`config.mk`:
```
export PLATFORM = sky130hd
export DESIGN_NAME = tsvic_ctrl
export DESIGN_NICKNAME = d
export VERILOG_FILES = /design/src/hdl/tsvic_pkg.sv /design/src/hdl/tsvic_ctrl.sv /design/src/hdl/tsvic_stack_level.sv
export SDC_FILE = /design/constraint.sdc
export NUM_CORES = 1
export LEC_CHECK = 0
export BUFFER_PORTS_ARGS = -buffer_cell sky130_fd_sc_hd__buf_4
export CORE_ASPECT_RATIO = 1.75
export CORE_MARGIN = 4
export CORE_UTILIZATION = 48
export CTS_BUF_LIST = sky130_fd_sc_hd__clkbuf_8
export DETAILED_ROUTE_END_ITERATION = 6
export PLACE_DENSITY = 0.81
export SLEW_MARGIN = 5
export SYNTH_ARGS = -nofsm -noshare
export SYNTH_HDL_FRONTEND = slang
export SYNTH_SLANG_ARGS = --single-unit
```
`constraint.sdc`:
```
create_clock -name sys_clk_i -period 3.7 [get_ports sys_clk_i]
set_clock_uncertainty 0.2 [all_clocks]
set_input_delay 0.37 -clock sys_clk_i [delete_from_list [all_inputs] [get_ports sys_clk_i]]
set_output_delay 0.37 -clock sys_clk_i [all_outputs]
set_load 0.05 [all_outputs]
```
`src/hdl/tsvic_pkg.sv`:
```
// Package for the three source vectored interrupt controller.
// Assumes a byte-wide data memory bus from the core and a phase two pulse from its sequencer.
package tsvic_pkg;

    localparam logic [6:0] TSVIC_CTRL_ADDR = 7'h0b;
    localparam logic [7:0] TSVIC_CTRL_RESET = 8'h00;
    localparam int TSVIC_BIT_GIE = 0;
    localparam int TSVIC_BIT_EXT_EN = 1;
    localparam int TSVIC_BIT_TMR_EN = 2;
    localparam int TSVIC_BIT_CONV_EN = 3;
    localparam int TSVIC_BIT_EXT_FLAG = 4;
    localparam int TSVIC_BIT_TMR_FLAG = 5;
    localparam int TSVIC_BIT_CONV_FLAG = 6;
    localparam logic [7:0] TSVIC_CTRL_MASK = 8'h7f;
    localparam logic [10:0] TSVIC_VEC_EXT = 11'h004;
    localparam logic [10:0] TSVIC_VEC_TMR = 11'h008;
    localparam logic [10:0] TSVIC_VEC_CONV = 11'h00c;
    localparam int TSVIC_STACK_DEPTH_SMALL = 4;
    localparam int TSVIC_STACK_DEPTH_LARGE = 6;

    // Per-source fields: index 0 external, 1 timer, 2 converter.
    typedef struct packed {
        logic conv;
        logic tmr;
        logic ext;
    } tsvic_src_type;

    typedef struct packed {
        logic [6:0] addr;
        logic [7:0] wdata;
        logic wr;
    } tsvic_bus_type;

endpackage : tsvic_pkg

```
`src/hdl/tsvic_ctrl.sv`:
```
// Three source vectored interrupt controller with its control register at 0BH.
// Assumes the core gives phase_two_pulse, data bus writes and return strobes, synchronous to sys_clk_i.
`timescale 1ns/1ps
`default_nettype none
module tsvic_ctrl import tsvic_pkg::*; #(
    parameter int STACK_DEPTH = TSVIC_STACK_DEPTH_SMALL
) (
    input wire logic sys_clk_i,
    input wire logic reset_n_i,
    input wire logic phase_two_pulse_i,
    input wire logic ext_irq_n_i,
    input wire logic timer_overflow_i,
    input wire logic conv_done_i,
    input wire logic [6:0] bus_addr_i,
    input wire logic [7:0] bus_wdata_i,
    input wire logic bus_wr_i,
    input wire logic call_push_i,
    input wire logic isr_exit_instr_i,
    input wire logic subroutine_exit_instr_i,
    input wire logic halted_i,
    output logic [7:0] bus_rdata_o,
    output logic irq_call_o,
    output logic [10:0] irq_vector_o,
    output logic wake_o,
    output logic stack_full_o
);

    ////////////////////////////////////////////////////////////////////////////
    // Register state and bus decode.

    logic global_irq_enable_reg;
    tsvic_src_type enable_reg;
    tsvic_src_type flag_reg;
    tsvic_src_type flag_next;
    tsvic_src_type hw_set;
    tsvic_src_type serviced;
    tsvic_src_type sampled_reg;
    logic ext_pin_reg;
    logic stack_full;
    logic [2:0] stack_level;
    logic ctrl_wr;
    logic pop;
    logic ack;
    logic [10:0] vector;
    logic [7:0] rdata_reg;
    logic irq_call_reg;
    logic [10:0] irq_vector_reg;
    logic wake_reg;
    logic stack_full_reg;

    // A bit set or clear reaches the core as a full byte write, so one path serves both.
    assign ctrl_wr = bus_wr_i && (bus_addr_i == TSVIC_CTRL_ADDR);
    assign pop = isr_exit_instr_i || subroutine_exit_instr_i;

    function automatic tsvic_src_type pick_highest(input tsvic_src_type req);
        tsvic_src_type g;
        g = '0;
        if (req.ext) begin
            g.ext = 1'b1;
        end else if (req.tmr) begin
            g.tmr = 1'b1;
        end else if (req.conv) begin
            g.conv = 1'b1;
        end
        return g;
    endfunction : pick_highest

    ////////////////////////////////////////////////////////////////////////////
    // Source event detection.

    always_ff @(posedge sys_clk_i) begin
        if (!reset_n_i) begin
            ext_pin_reg <= 1'b1;
        end else begin
            ext_pin_reg <= ext_irq_n_i;
        end
    end

    // Enables are not consulted here, so a blocked source still latches.
    assign hw_set.ext = ext_pin_reg && !ext_irq_n_i;
    assign hw_set.tmr = timer_overflow_i;
    assign hw_set.conv = conv_done_i;

    ////////////////////////////////////////////////////////////////////////////
    // Sampling and acknowledge.

    // Requests pending since the previous phase two pulse are taken on this one.
    always_ff @(posedge sys_clk_i) begin
        if (!reset_n_i) begin
            sampled_reg <= '0;
        end else if (phase_two_pulse_i) begin
            sampled_reg <= flag_reg & enable_reg;
        end
    end

    // The enable term uses live bits so a routine that re-enables can nest.
    assign serviced = (phase_two_pulse_i && global_irq_enable_reg && !stack_full) ?
        pick_highest(sampled_reg & flag_reg & enable_reg) : '0;
    assign ack = |serviced;

    always_comb begin
        vector = TSVIC_VEC_CONV;
        if (serviced.ext) begin
            vector = TSVIC_VEC_EXT;
        end else if (serviced.tmr) begin
            vector = TSVIC_VEC_TMR;
        end
    end

    ////////////////////////////////////////////////////////////////////////////
    // Control register.

    always_comb begin
        flag_next = flag_reg;
        if (ctrl_wr) begin
            flag_next.ext = bus_wdata_i[TSVIC_BIT_EXT_FLAG];
            flag_next.tmr = bus_wdata_i[TSVIC_BIT_TMR_FLAG];
            flag_next.conv = bus_wdata_i[TSVIC_BIT_CONV_FLAG];
        end
        flag_next = flag_next & ~serviced;
        flag_next = flag_next | hw_set;
    end

    always_ff @(posedge sys_clk_i) begin
        if (!reset_n_i) begin
            flag_reg <= '0;
        end else begin
            flag_reg <= flag_next;
        end
    end

    always_ff @(posedge sys_clk_i) begin
        if (!reset_n_i) begin
            enable_reg <= '0;
        end else if (ctrl_wr) begin
            enable_reg.ext <= bus_wdata_i[TSVIC_BIT_EXT_EN];
            enable_reg.tmr <= bus_wdata_i[TSVIC_BIT_TMR_EN];
            enable_reg.conv <= bus_wdata_i[TSVIC_BIT_CONV_EN];
        end
    end

    // Acknowledge wins over a same-cycle write so a taken interrupt cannot leave nesting open.
    always_ff @(posedge sys_clk_i) begin
        if (!reset_n_i) begin
            global_irq_enable_reg <= TSVIC_CTRL_RESET[TSVIC_BIT_GIE];
        end else if (ack) begin
            global_irq_enable_reg <= 1'b0;
        end else if (isr_exit_instr_i) begin
            global_irq_enable_reg <= 1'b1;
        end else if (ctrl_wr) begin
            global_irq_enable_reg <= bus_wdata_i[TSVIC_BIT_GIE];
        end
    end

    ////////////////////////////////////////////////////////////////////////////
    // Stack level and outputs.

    tsvic_stack_level #(
        .DEPTH(STACK_DEPTH)
    ) u_stack (
        .sys_clk_i(sys_clk_i),
        .reset_n_i(reset_n_i),
        .push_i(call_push_i || ack),
        .pop_i(pop),
        .full_o(stack_full),
        .level_o(stack_level)
    );

    always_ff @(posedge sys_clk_i) begin
        if (!reset_n_i) begin
            rdata_reg <= 8'h00;
        end else begin
            rdata_reg <= {1'b0, flag_next.conv, flag_next.tmr, flag_next.ext, enable_reg.conv,
                          enable_reg.tmr, enable_reg.ext, global_irq_enable_reg} & TSVIC_CTRL_MASK;
        end
    end

    // Only the call strobe and the vector leave this block; status saving is left to software.
    always_ff @(posedge sys_clk_i) begin
        if (!reset_n_i) begin
            irq_call_reg <= 1'b0;
            irq_vector_reg <= 11'h000;
        end else begin
            irq_call_reg <= ack;
            irq_vector_reg <= ack ? vector : irq_vector_reg;
        end
    end

    // Wake fires on a fresh event only in halt; a flag set before halt does not wake.
    always_ff @(posedge sys_clk_i) begin
        if (!reset_n_i) begin
            wake_reg <= 1'b0;
            stack_full_reg <= 1'b0;
        end else begin
            wake_reg <= halted_i && |(hw_set & ~flag_reg);
            stack_full_reg <= stack_full;
        end
    end

    assign bus_rdata_o = rdata_reg;
    assign irq_call_o = irq_call_reg;
    assign irq_vector_o = irq_vector_reg;
    assign wake_o = wake_reg;
    assign stack_full_o = stack_full_reg;

    ////////////////////////////////////////////////////////////////////////////
    // Checks.

    a_ack_clears_gie: assert property (@(posedge sys_clk_i) disable iff (!reset_n_i)
        ack |=> !global_irq_enable_reg)
        else $error("global enable not cleared on ack");

    a_blocked_still_latch: assert property (@(posedge sys_clk_i) disable iff (!reset_n_i)
        (!global_irq_enable_reg && timer_overflow_i) |=> flag_reg.tmr)
        else $error("blocked request lost");

    a_no_ack_when_full: assert property (@(posedge sys_clk_i) disable iff (!reset_n_i)
        stack_full |-> !ack)
        else $error("ack while stack full");

    a_ext_vector_call: assert property (@(posedge sys_clk_i) disable iff (!reset_n_i)
        (serviced.ext && !hw_set.ext) |=> irq_call_o && irq_vector_o == TSVIC_VEC_EXT && !flag_reg.ext)
        else $error("external vector wrong");

    a_timer_vector_call: assert property (@(posedge sys_clk_i) disable iff (!reset_n_i)
        serviced.tmr |=> irq_vector_o == TSVIC_VEC_TMR)
        else $error("timer vector wrong");

    a_conv_vector_call: assert property (@(posedge sys_clk_i) disable iff (!reset_n_i)
        serviced.conv |=> irq_vector_o == TSVIC_VEC_CONV)
        else $error("converter vector wrong");

    a_isr_exit_instr_sets_gie: assert property (@(posedge sys_clk_i) disable iff (!reset_n_i)
        (isr_exit_instr_i && !ack) |=> global_irq_enable_reg)
        else $error("return did not enable");

    a_ext_priority_wins: assert property (@(posedge sys_clk_i) disable iff (!reset_n_i)
        (ack && sampled_reg.ext && flag_reg.ext && enable_reg.ext) |-> serviced.ext)
        else $error("priority order broken");

    a_ack_on_phase: assert property (@(posedge sys_clk_i) disable iff (!reset_n_i)
        ack |-> phase_two_pulse_i)
        else $error("ack off phase two");

    a_bit7_zero: assert property (@(posedge sys_clk_i) disable iff (!reset_n_i)
        bus_rdata_o[7] == 1'b0)
        else $error("bit 7 not zero");

    a_set_beats_clear: assert property (@(posedge sys_clk_i) disable iff (!reset_n_i)
        (conv_done_i && ctrl_wr) |=> flag_reg.conv)
        else $error("hw set lost to write");

    a_ext_edge_sets: assert property (@(posedge sys_clk_i) disable iff (!reset_n_i)
        (ext_pin_reg && !ext_irq_n_i) |=> flag_reg.ext)
        else $error("falling edge not latched");

    a_tmr_event_sets: assert property (@(posedge sys_clk_i) disable iff (!reset_n_i)
        timer_overflow_i |=> flag_reg.tmr)
        else $error("timer flag not set");

    a_conv_event_sets: assert property (@(posedge sys_clk_i) disable iff (!reset_n_i)
        conv_done_i |=> flag_reg.conv)
        else $error("converter flag not set");

    a_tmr_ack_clears: assert property (@(posedge sys_clk_i) disable iff (!reset_n_i)
        (serviced.tmr && !timer_overflow_i) |=> !flag_reg.tmr)
        else $error("timer flag kept after ack");

    a_conv_ack_clears: assert property (@(posedge sys_clk_i) disable iff (!reset_n_i)
        (serviced.conv && !conv_done_i) |=> !flag_reg.conv)
        else $error("converter flag kept after ack");

    a_ack_one_hot: assert property (@(posedge sys_clk_i) disable iff (!reset_n_i)
        $onehot0(serviced))
        else $error("more than one source taken");

    a_no_ack_gie_off: assert property (@(posedge sys_clk_i) disable iff (!reset_n_i)
        !global_irq_enable_reg |-> !ack)
        else $error("ack with global enable off");

    a_ack_needs_enable: assert property (@(posedge sys_clk_i) disable iff (!reset_n_i)
        (serviced & ~enable_reg) == '0)
        else $error("disabled source taken");

    a_nest_allowed: assert property (@(posedge sys_clk_i) disable iff (!reset_n_i)
        (phase_two_pulse_i && global_irq_enable_reg && !stack_full && |(sampled_reg & flag_reg & enable_reg))
        |-> ack)
        else $error("enabled request not taken");

    a_ack_needs_sample: assert property (@(posedge sys_clk_i) disable iff (!reset_n_i)
        ack |-> |(sampled_reg & serviced))
        else $error("request taken before it was sampled");

    a_call_after_ack: assert property (@(posedge sys_clk_i) disable iff (!reset_n_i)
        ack |=> irq_call_o)
        else $error("no call after ack");

    a_call_one_cycle: assert property (@(posedge sys_clk_i) disable iff (!reset_n_i)
        irq_call_o |=> !irq_call_o)
        else $error("call held too long");

    a_vector_holds: assert property (@(posedge sys_clk_i) disable iff (!reset_n_i)
        !ack |=> $stable(irq_vector_o))
        else $error("vector moved without ack");

    a_ack_pushes_level: assert property (@(posedge sys_clk_i) disable iff (!reset_n_i)
        (ack && !pop) |=> stack_level == $past(stack_level) + 3'h1)
        else $error("ack did not push");

    a_level_bounded: assert property (@(posedge sys_clk_i) disable iff (!reset_n_i)
        stack_level <= 3'(STACK_DEPTH))
        else $error("stack level beyond depth");

    a_flags_hold: assert property (@(posedge sys_clk_i) disable iff (!reset_n_i)
        !ctrl_wr |=> (flag_reg & $past(flag_reg & ~serviced)) == $past(flag_reg & ~serviced))
        else $error("flag dropped without service");

    a_write_lands: assert property (@(posedge sys_clk_i) disable iff (!reset_n_i)
        ctrl_wr |=> enable_reg.ext == $past(bus_wdata_i[TSVIC_BIT_EXT_EN]))
        else $error("enable write lost");

    a_other_addr_ignored: assert property (@(posedge sys_clk_i) disable iff (!reset_n_i)
        (bus_wr_i && bus_addr_i != TSVIC_CTRL_ADDR) |=> $stable(enable_reg))
        else $error("write to other address reached enables");

    a_wake_on_event: assert property (@(posedge sys_clk_i) disable iff (!reset_n_i)
        (halted_i && timer_overflow_i && !flag_reg.tmr) |=> wake_o)
        else $error("no wake on new event");

    a_no_wake_running: assert property (@(posedge sys_clk_i) disable iff (!reset_n_i)
        !halted_i |=> !wake_o)
        else $error("wake while running");

    a_ret_keeps_gie: assert property (@(posedge sys_clk_i) disable iff (!reset_n_i)
        (subroutine_exit_instr_i && !isr_exit_instr_i && !ack && !ctrl_wr)
        |=> global_irq_enable_reg == $past(global_irq_enable_reg))
        else $error("plain return changed global enable");

endmodule : tsvic_ctrl
`default_nettype wire

```
`src/hdl/tsvic_stack_level.sv`:
```
// Return stack level counter for the interrupt controller.
// Assumes the core pulses push on each call or acknowledge and pop on each return.
`timescale 1ns/1ps
`default_nettype none
module tsvic_stack_level import tsvic_pkg::*; #(
    parameter int DEPTH = TSVIC_STACK_DEPTH_SMALL
) (
    input wire logic sys_clk_i,
    input wire logic reset_n_i,
    input wire logic push_i,
    input wire logic pop_i,
    output logic full_o,
    output logic [2:0] level_o
);

    logic [2:0] stack_level_pointer_reg;

    // A push when full keeps the level: the oldest entry is lost, not counted.
    always_ff @(posedge sys_clk_i) begin
        if (!reset_n_i) begin
            stack_level_pointer_reg <= 3'h0;
        end else if (push_i && !pop_i && stack_level_pointer_reg != 3'(DEPTH)) begin
            stack_level_pointer_reg <= stack_level_pointer_reg + 3'h1;
        end else if (pop_i && !push_i && stack_level_pointer_reg != 3'h0) begin
            stack_level_pointer_reg <= stack_level_pointer_reg - 3'h1;
        end
    end

    assign level_o = stack_level_pointer_reg;
    assign full_o = (stack_level_pointer_reg == 3'(DEPTH));

endmodule : tsvic_stack_level
`default_nettype wire

```
* Yosys cells after proc, flatten, opt, wreduce, memory -nomap -nowiden
Cells that the tools add are included.
** Cells by class
- $add $sub $neg :: 2
- Equal/unequal tests :: 3
- Multiplexer cells :: 13
- Bitwise logic cells :: 9
- Reduce and logical (&&, ||, !) cells :: 21
** Operators by type and width (number)
- $and 3x3->3 :: 5
- $mux 3 :: 5
- $logic_and 1x1->1 :: 9
- $eq 7x4->1 const B :: 1
- $mux 1 :: 6
- $not 3->3 :: 2
- $reduce_or 3->1 :: 2
- $logic_not 1->1 :: 4
- $mux 4 :: 1
- $reduce_bool 2->1 :: 2
- $reduce_or 4->1 :: 1
- $add 3x1->3 const B :: 1
- $eq 3x3->1 const B :: 1
- $ne 3x3->1 const B :: 1
- $or 3x3->3 :: 1
- $reduce_bool 3->1 :: 1
- $sub 3x1->3 const B :: 1
- $logic_or 1x1->1 :: 2
- $mux 2 :: 1
- $not 1->1 :: 1
** Word-level totals
- Flip-flop bits (word level) :: 36
- Input port bits :: 26
- Output and inout port bits :: 22

* Logic depth before layout (Yosys ltp)
- Word-level depth :: 13
- Depth in mapped cells :: 7
- Gate-level depth less buffers :: 7

* Modules after synthesis
Synthesis repeated with hierarchy kept, for this count alone.
** Second synthesis, totals
- Cells, all modules :: 112
- Area total of the unflattened synthesis :: 1113.6 um^2
** By module, submodules not included
- tsvic_ctrl :: instances 1, cells each 89, area an instance 897.1 um^2
- tsvic_stack_level :: instances 1, cells each 23, area an instance 216.5 um^2

* Worst setup path after synthesis
No wires, ideal clock.
- Path type :: reg-to-reg
- Start :: register flag_reg[2] (netlist name)
- End :: register u_stack.stack_level_pointer_reg[2], in the netlist u_stack.level_o[2]
- Setup time :: 65 ps
- Data arrival time :: 2760 ps
- Required time :: 3435 ps
- Setup slack :: 674 ps
- Cell stages (with the launch flop) :: 8
- Cell sequence :: dfxtp_1 > nand3_1 > a311oi_4 > o211ai_1 > fa_1 > or3_1 > mux4_2 > nor2b_1
** Between the ends
- Word-level cells in the longest chain between the ends :: 12
- Elaborated cells between the ends (all ways) :: 15
- Those cells by class :: mux: 5; bitwise: 2; reduce/logical: 8
** Ends and longest elaborated chain
- from (decl) :: RTL line tsvic_ctrl.sv:33 : tsvic_src_type flag_reg;
- from (signal assigned) :: RTL line tsvic_ctrl.sv:128 : flag_reg <= flag_next;
- $and 3x3->3 * (2 in series) :: RTL line tsvic_ctrl.sv:98 : pick_highest(sampled_reg & flag_reg & enable_reg) : '0;
- $mux 1 * :: RTL line tsvic_ctrl.sv:62 : end else if (req.conv) begin
- $mux 1 * :: RTL line tsvic_ctrl.sv:60 : end else if (req.tmr) begin
- $mux 2 * :: RTL line tsvic_ctrl.sv:58 : if (req.ext) begin
- $mux 3 * :: RTL line tsvic_ctrl.sv:97 : assign serviced = (phase_two_pulse_i && global_irq_enable_reg && !stack_full) ?
- $reduce_or 3->1 * :: RTL line tsvic_ctrl.sv:99 : assign ack = |serviced;
- $logic_or 1x1->1 * :: RTL line tsvic_ctrl.sv:163 : .push_i(call_push_i || ack),
- $logic_not 1->1 :: RTL line tsvic_stack_level.sv:24 : end else if (pop_i && !push_i && stack_level_pointer_reg != 3'h0) begin
- $logic_and 1x1->1 (2 in series) :: RTL line tsvic_stack_level.sv:24
- $reduce_bool 2->1 (no line)
- to (signal assigned) :: RTL line tsvic_stack_level.sv:23 : stack_level_pointer_reg <= stack_level_pointer_reg + 3'h1;
- to (signal assigned) :: RTL line tsvic_stack_level.sv:25 : stack_level_pointer_reg <= stack_level_pointer_reg - 3'h1;
- to (decl) :: RTL line tsvic_stack_level.sv:16 : logic [2:0] stack_level_pointer_reg;
Every way passes the cells marked *; elsewhere a longest branch is shown, timed or not.
A chain may end at the register's enable or synchronous reset.

* Worst setup path in the final report
Ends and elaborated chain as after synthesis.

==> qor_table.md <==
| Item | This run | Unit |
|:---|:---|:---|
| Result of the run | completed | - |
| Cts-stage hold buffer count | 0 | - |
| Number of enable flip-flop cells after synthesis | 0 | - |
| Root buffer cell | sky130_fd_sc_hd__clkbuf_8 | - |
| Post-synthesis area per instance | 9.96 | um2 |
| Number of slew-limit violations in the final report | 0 | - |
| R2R Path Start | flag_reg[2] | - |
| Wire length per cell after detailed routing | 13.4 | um |
| Maximum number of pins on one net before global-route repair | 26 | - |
| GR Overflow Total | 0 | - |
| Drt total wl | 2.32 | mm |
| Post-route DRC | 0 | - |
| PortBufs | 36 | - |
| Number of antenna cells inserted | 0 | - |
| Max_slew headroom | 0.550 | - |
| Number of placement rows | 22 | - |
| Top flip-flop cell by instance count after synthesis | sky130_fd_sc_hd__dfxtp_1 | - |
| Final antenna-violating net count | 0 | - |
| Maximum buffer depth of the clock tree | 2 | - |
| Fraction of power consumed by combinational cells | 0.243 | - |
| Setup TNS | 0 | ns |
| Share of power burned in registers | 0.482 | - |
| Clock tree from TritonCTS | built | - |
| Net switching share of the total power | 0.317 | - |
| Clock group share of total power | 0.275 | - |
| Synth Area in Adders | 0.0179 | - |
| Clock Latency Late Sink | 0.27 | ns |
| Total count of hold-check failures in the final report | 0 | - |
| Final Setup Violations | 0 | - |
| Share of the cycle needed by the critical path after routing | 0.775 | - |
| Detailed-route vias per instance | 5.20 | - |
| Total power | 581 | uW |
| Max reg flops | 6 | - |
| Die H | 71.8 | um |
| CP peak stage delay | 0.45 | ns |
| Layout cells sized above 1 | 0.322 | - |
| Internal power consumption | 397 | uW |
| Category of the worst setup path capture point | flop | - |
| Vias in the first global route | 846 | - |
| Estimated wirelength of the detail-placed design | 1.78 | mm |
| Die ar. | 3190 | um2 |
| Post-CTS Setup Repair Bufs | 0 | - |
| Arrival @ worst endpoint | 2.88 | ns |
| Post-Syn Area | 1120 | um2 |
| Required time at the endpoint of the critical path | 3.71 | ns |
| Total via count after detailed routing | 900 | - |
| CP max-delay cell | sky130_fd_sc_hd__a311oi_4 | - |
| Multiplexer share of the synthesized area | 0.0930 | - |
| Post-synthesis share of cell area spent on and, or, nand and nor gates | 0.269 | - |
| Number of buffers inserted during clock tree synthesis | 3 | - |
| Hold Crit Endpoint | ext_pin_reg | - |
| Antenna violations before repair | 0 | - |
| Ordered cell list for the critical path | nand3_1 -> a311oi_4 -> o211ai_1 -> fa_1 -> or3_1 -> mux4_2 -> nor2b_1 | - |
| Capturing point of the worst reg2reg path | u_stack.level_o[2] | - |
| Fin nets | 177 | - |
| CTS clk-pin slew, worst paths | 0.08 | ns |
| Number of standard cells after synthesis | 112 | - |
| Unrepaired setup endpoints after global routing | false | - |
| Fraction of registers with async set/reset | 0 | - |
| Horizontal extent of the die | 44.5 | um |
| Transition time at the pin with the least slew margin | 0.670 | ns |
| Clock sink count | 23 | - |
| Overall Global Routing Usage | 0.153 | - |
| Maximum vdd ir drop | 0.000294 | V |
| Cell count of the worst hold path | 2 | - |
| Effective utilization at floorplan | 0.520 | - |
| Starting DRT DRC Count | 20 | - |
| Maximum clock frequency | 349 | MHz |
| Last weighted congestion value of the routability-driven placer | 0.736 | - |
| Xor/xnor share of the synthesized area | 0 | - |
| Hold Path Origin | ext_irq_n_i | - |
| Number of I/O pins | 48 | - |
| Drt first pass iters | 4 | - |
| Complex-gate fraction of the synthesized area | 0.127 | - |
| Main combinational cell family by area after synthesis | simple AND/OR/NAND/NOR gates | - |
| Seq/Total Area, Yosys | 0.413 | - |
| PD cells | 411 | nW/um2 |
| Minimum setup slack among reg-to-reg paths | 0.83 | ns |
| Fill count | 200 | - |
| First-pass GRT wire length | 3.60 | mm |
| Path class of the lowest-slack min-delay path | in2reg | - |
| LEAKAGE | 0.000618 | uW |
| Total of flip-flops plus latches after synthesis | 23 | - |
| R2R cell count | 7 | - |
| Post-CTS resize count | 0 | - |
| Kind of critical path | reg2reg | - |
| Maximum level of the CTS H-tree | 1 | - |
| Library cells used by synthesis | 37 | - |
| Final worst setup slack | 0.834 | ns |
| Startpoint Class | flop | - |
| Synthesis warning total | 0 | - |
| Floorplan Core Area | 2150 | um2 |
| Place WS | 0.857 | ns |
| Maximum Capacitance Violations | 0 | - |
| Switching power of the nets | 184 | uW |
| Time the final worst path needs with I/O delays and setup | 2.87 | ns |
| P&R area growth vs syn | 26.7 | % |
| Crit path max fanout | 6 | - |
Yosys cell counts (2+ instances only):
| master | number | share of area |
|---|---|---|
| sky130_fd_sc_hd__o21a_1 | 2 | 0.013 |
| sky130_fd_sc_hd__a31oi_1 | 2 | 0.011 |
| sky130_fd_sc_hd__and3_1 | 2 | 0.011 |
| sky130_fd_sc_hd__nand3_1 | 7 | 0.031 |
| sky130_fd_sc_hd__buf_4 | 10 | 0.067 |
| sky130_fd_sc_hd__clkbuf_1 | 2 | 0.0067 |
| sky130_fd_sc_hd__a21boi_1 | 2 | 0.013 |
| sky130_fd_sc_hd__and2_1 | 6 | 0.034 |
| sky130_fd_sc_hd__nand2_1 | 5 | 0.017 |
| sky130_fd_sc_hd__nor2b_1 | 5 | 0.028 |
| sky130_fd_sc_hd__mux2i_1 | 7 | 0.063 |
| sky130_fd_sc_hd__a21boi_0 | 3 | 0.020 |
| sky130_fd_sc_hd__nand2b_1 | 8 | 0.045 |
| sky130_fd_sc_hd__nor2_1 | 6 | 0.020 |
| sky130_fd_sc_hd__dfxtp_1 | 23 | 0.41 |
stage by stage:
step           std cells   util  hold slack (ns)  cell area [um2]
4_1_cts              173  0.659           0.0877             1410
3_3_place_gp         169  0.637            0.266             1370
2_1_floorplan        121      -            0.243             1150
5_1_grt              173  0.659            0.105             1410
3_5_place_dp         169  0.637            0.279             1370
6_report             173  0.659           0.0901             1410
worst max-delay path by stage:
stage | startpoint | end | slack, ns
3_5_place_dp | flag_reg[2] | u_stack.level_o[2] | 0.86
3_3_place_gp | flag_reg[2] | u_stack.level_o[2] | 0.92
4_1_cts | flag_reg[2] | u_stack.level_o[2] | 0.83
6_report | flag_reg[2] | u_stack.level_o[2] | 0.83
5_1_grt | bus_rdata_o[4] | u_stack.level_o[2] | 0.69
2_1_floorplan | flag_reg[2] | u_stack.level_o[2] | 0.67
critical path: cells and delay by family (launching register included):
family / cells / cell delay [ns]
flops: 1 / 0.42
compound gates: 2 / 0.62
simple gates: 3 / 0.66
mux: 1 / 0.44
fa+ha+maj: 1 / 0.45
power by group through the flow:
stage	Combinational (uW)	Clock, uW	Sequential (uW)
2_1_floorplan	92.6	0	298
3_3_place_gp	138	0	284
3_5_place_dp	141	0	286
4_1_cts	142	166	280
5_1_grt	151	174	284
6_report	141	159	280
routing by layer:
layer | wire, um | track usage | share of wire
met5 | 0 | 0 | 0
met4 | 54 | 0.0805 | 0.023
met3 | 139 | 0.0427 | 0.060
met2 | 1280 | 0.282 | 0.55
met1 | 849 | 0.143 | 0.37
cell usage in the layout, fill, tap and decap left out, types with 3 or more instances in the layout:
cell type / n
sky130_fd_sc_hd__buf_4: 36
sky130_fd_sc_hd__nor2b_1: 5
sky130_fd_sc_hd__conb_1: 10
sky130_fd_sc_hd__nand3_1: 7
sky130_fd_sc_hd__nor2_1: 6
sky130_fd_sc_hd__and2_1: 6
sky130_fd_sc_hd__mux2i_1: 7
sky130_fd_sc_hd__dfxtp_1: 23
sky130_fd_sc_hd__nand2_1: 5
sky130_fd_sc_hd__a21boi_0: 3
sky130_fd_sc_hd__clkbuf_8: 3
sky130_fd_sc_hd__nand2b_1: 8
cells by family after synthesis:
group                    count (synthesis)
multiplexers                             9
adder cells (fa/ha/maj)                  1
other                                    1
buffers and inverters                   13
AND/OR/NAND/NOR                         49
flip-flops                              23
AO/OA/AOI/OAI                           16
final cells by class:
| class | instances | area (um2) | share of cell area |
|---|---|---|---|
| Tap cell | 24 | 30.0 | 0.0212 |
| Clock inverter | 1 | 5.00 | 0.00354 |
| Clock buffer | 3 | 41.3 | 0.0292 |
| Multi-Input combinational cell | 85 | 603 | 0.427 |
| Inverter | 1 | 3.75 | 0.00265 |
| Timing Repair Buffer | 36 | 270 | 0.191 |
| Sequential cell | 23 | 460 | 0.326 |
(Power assumes the default switching activity.)
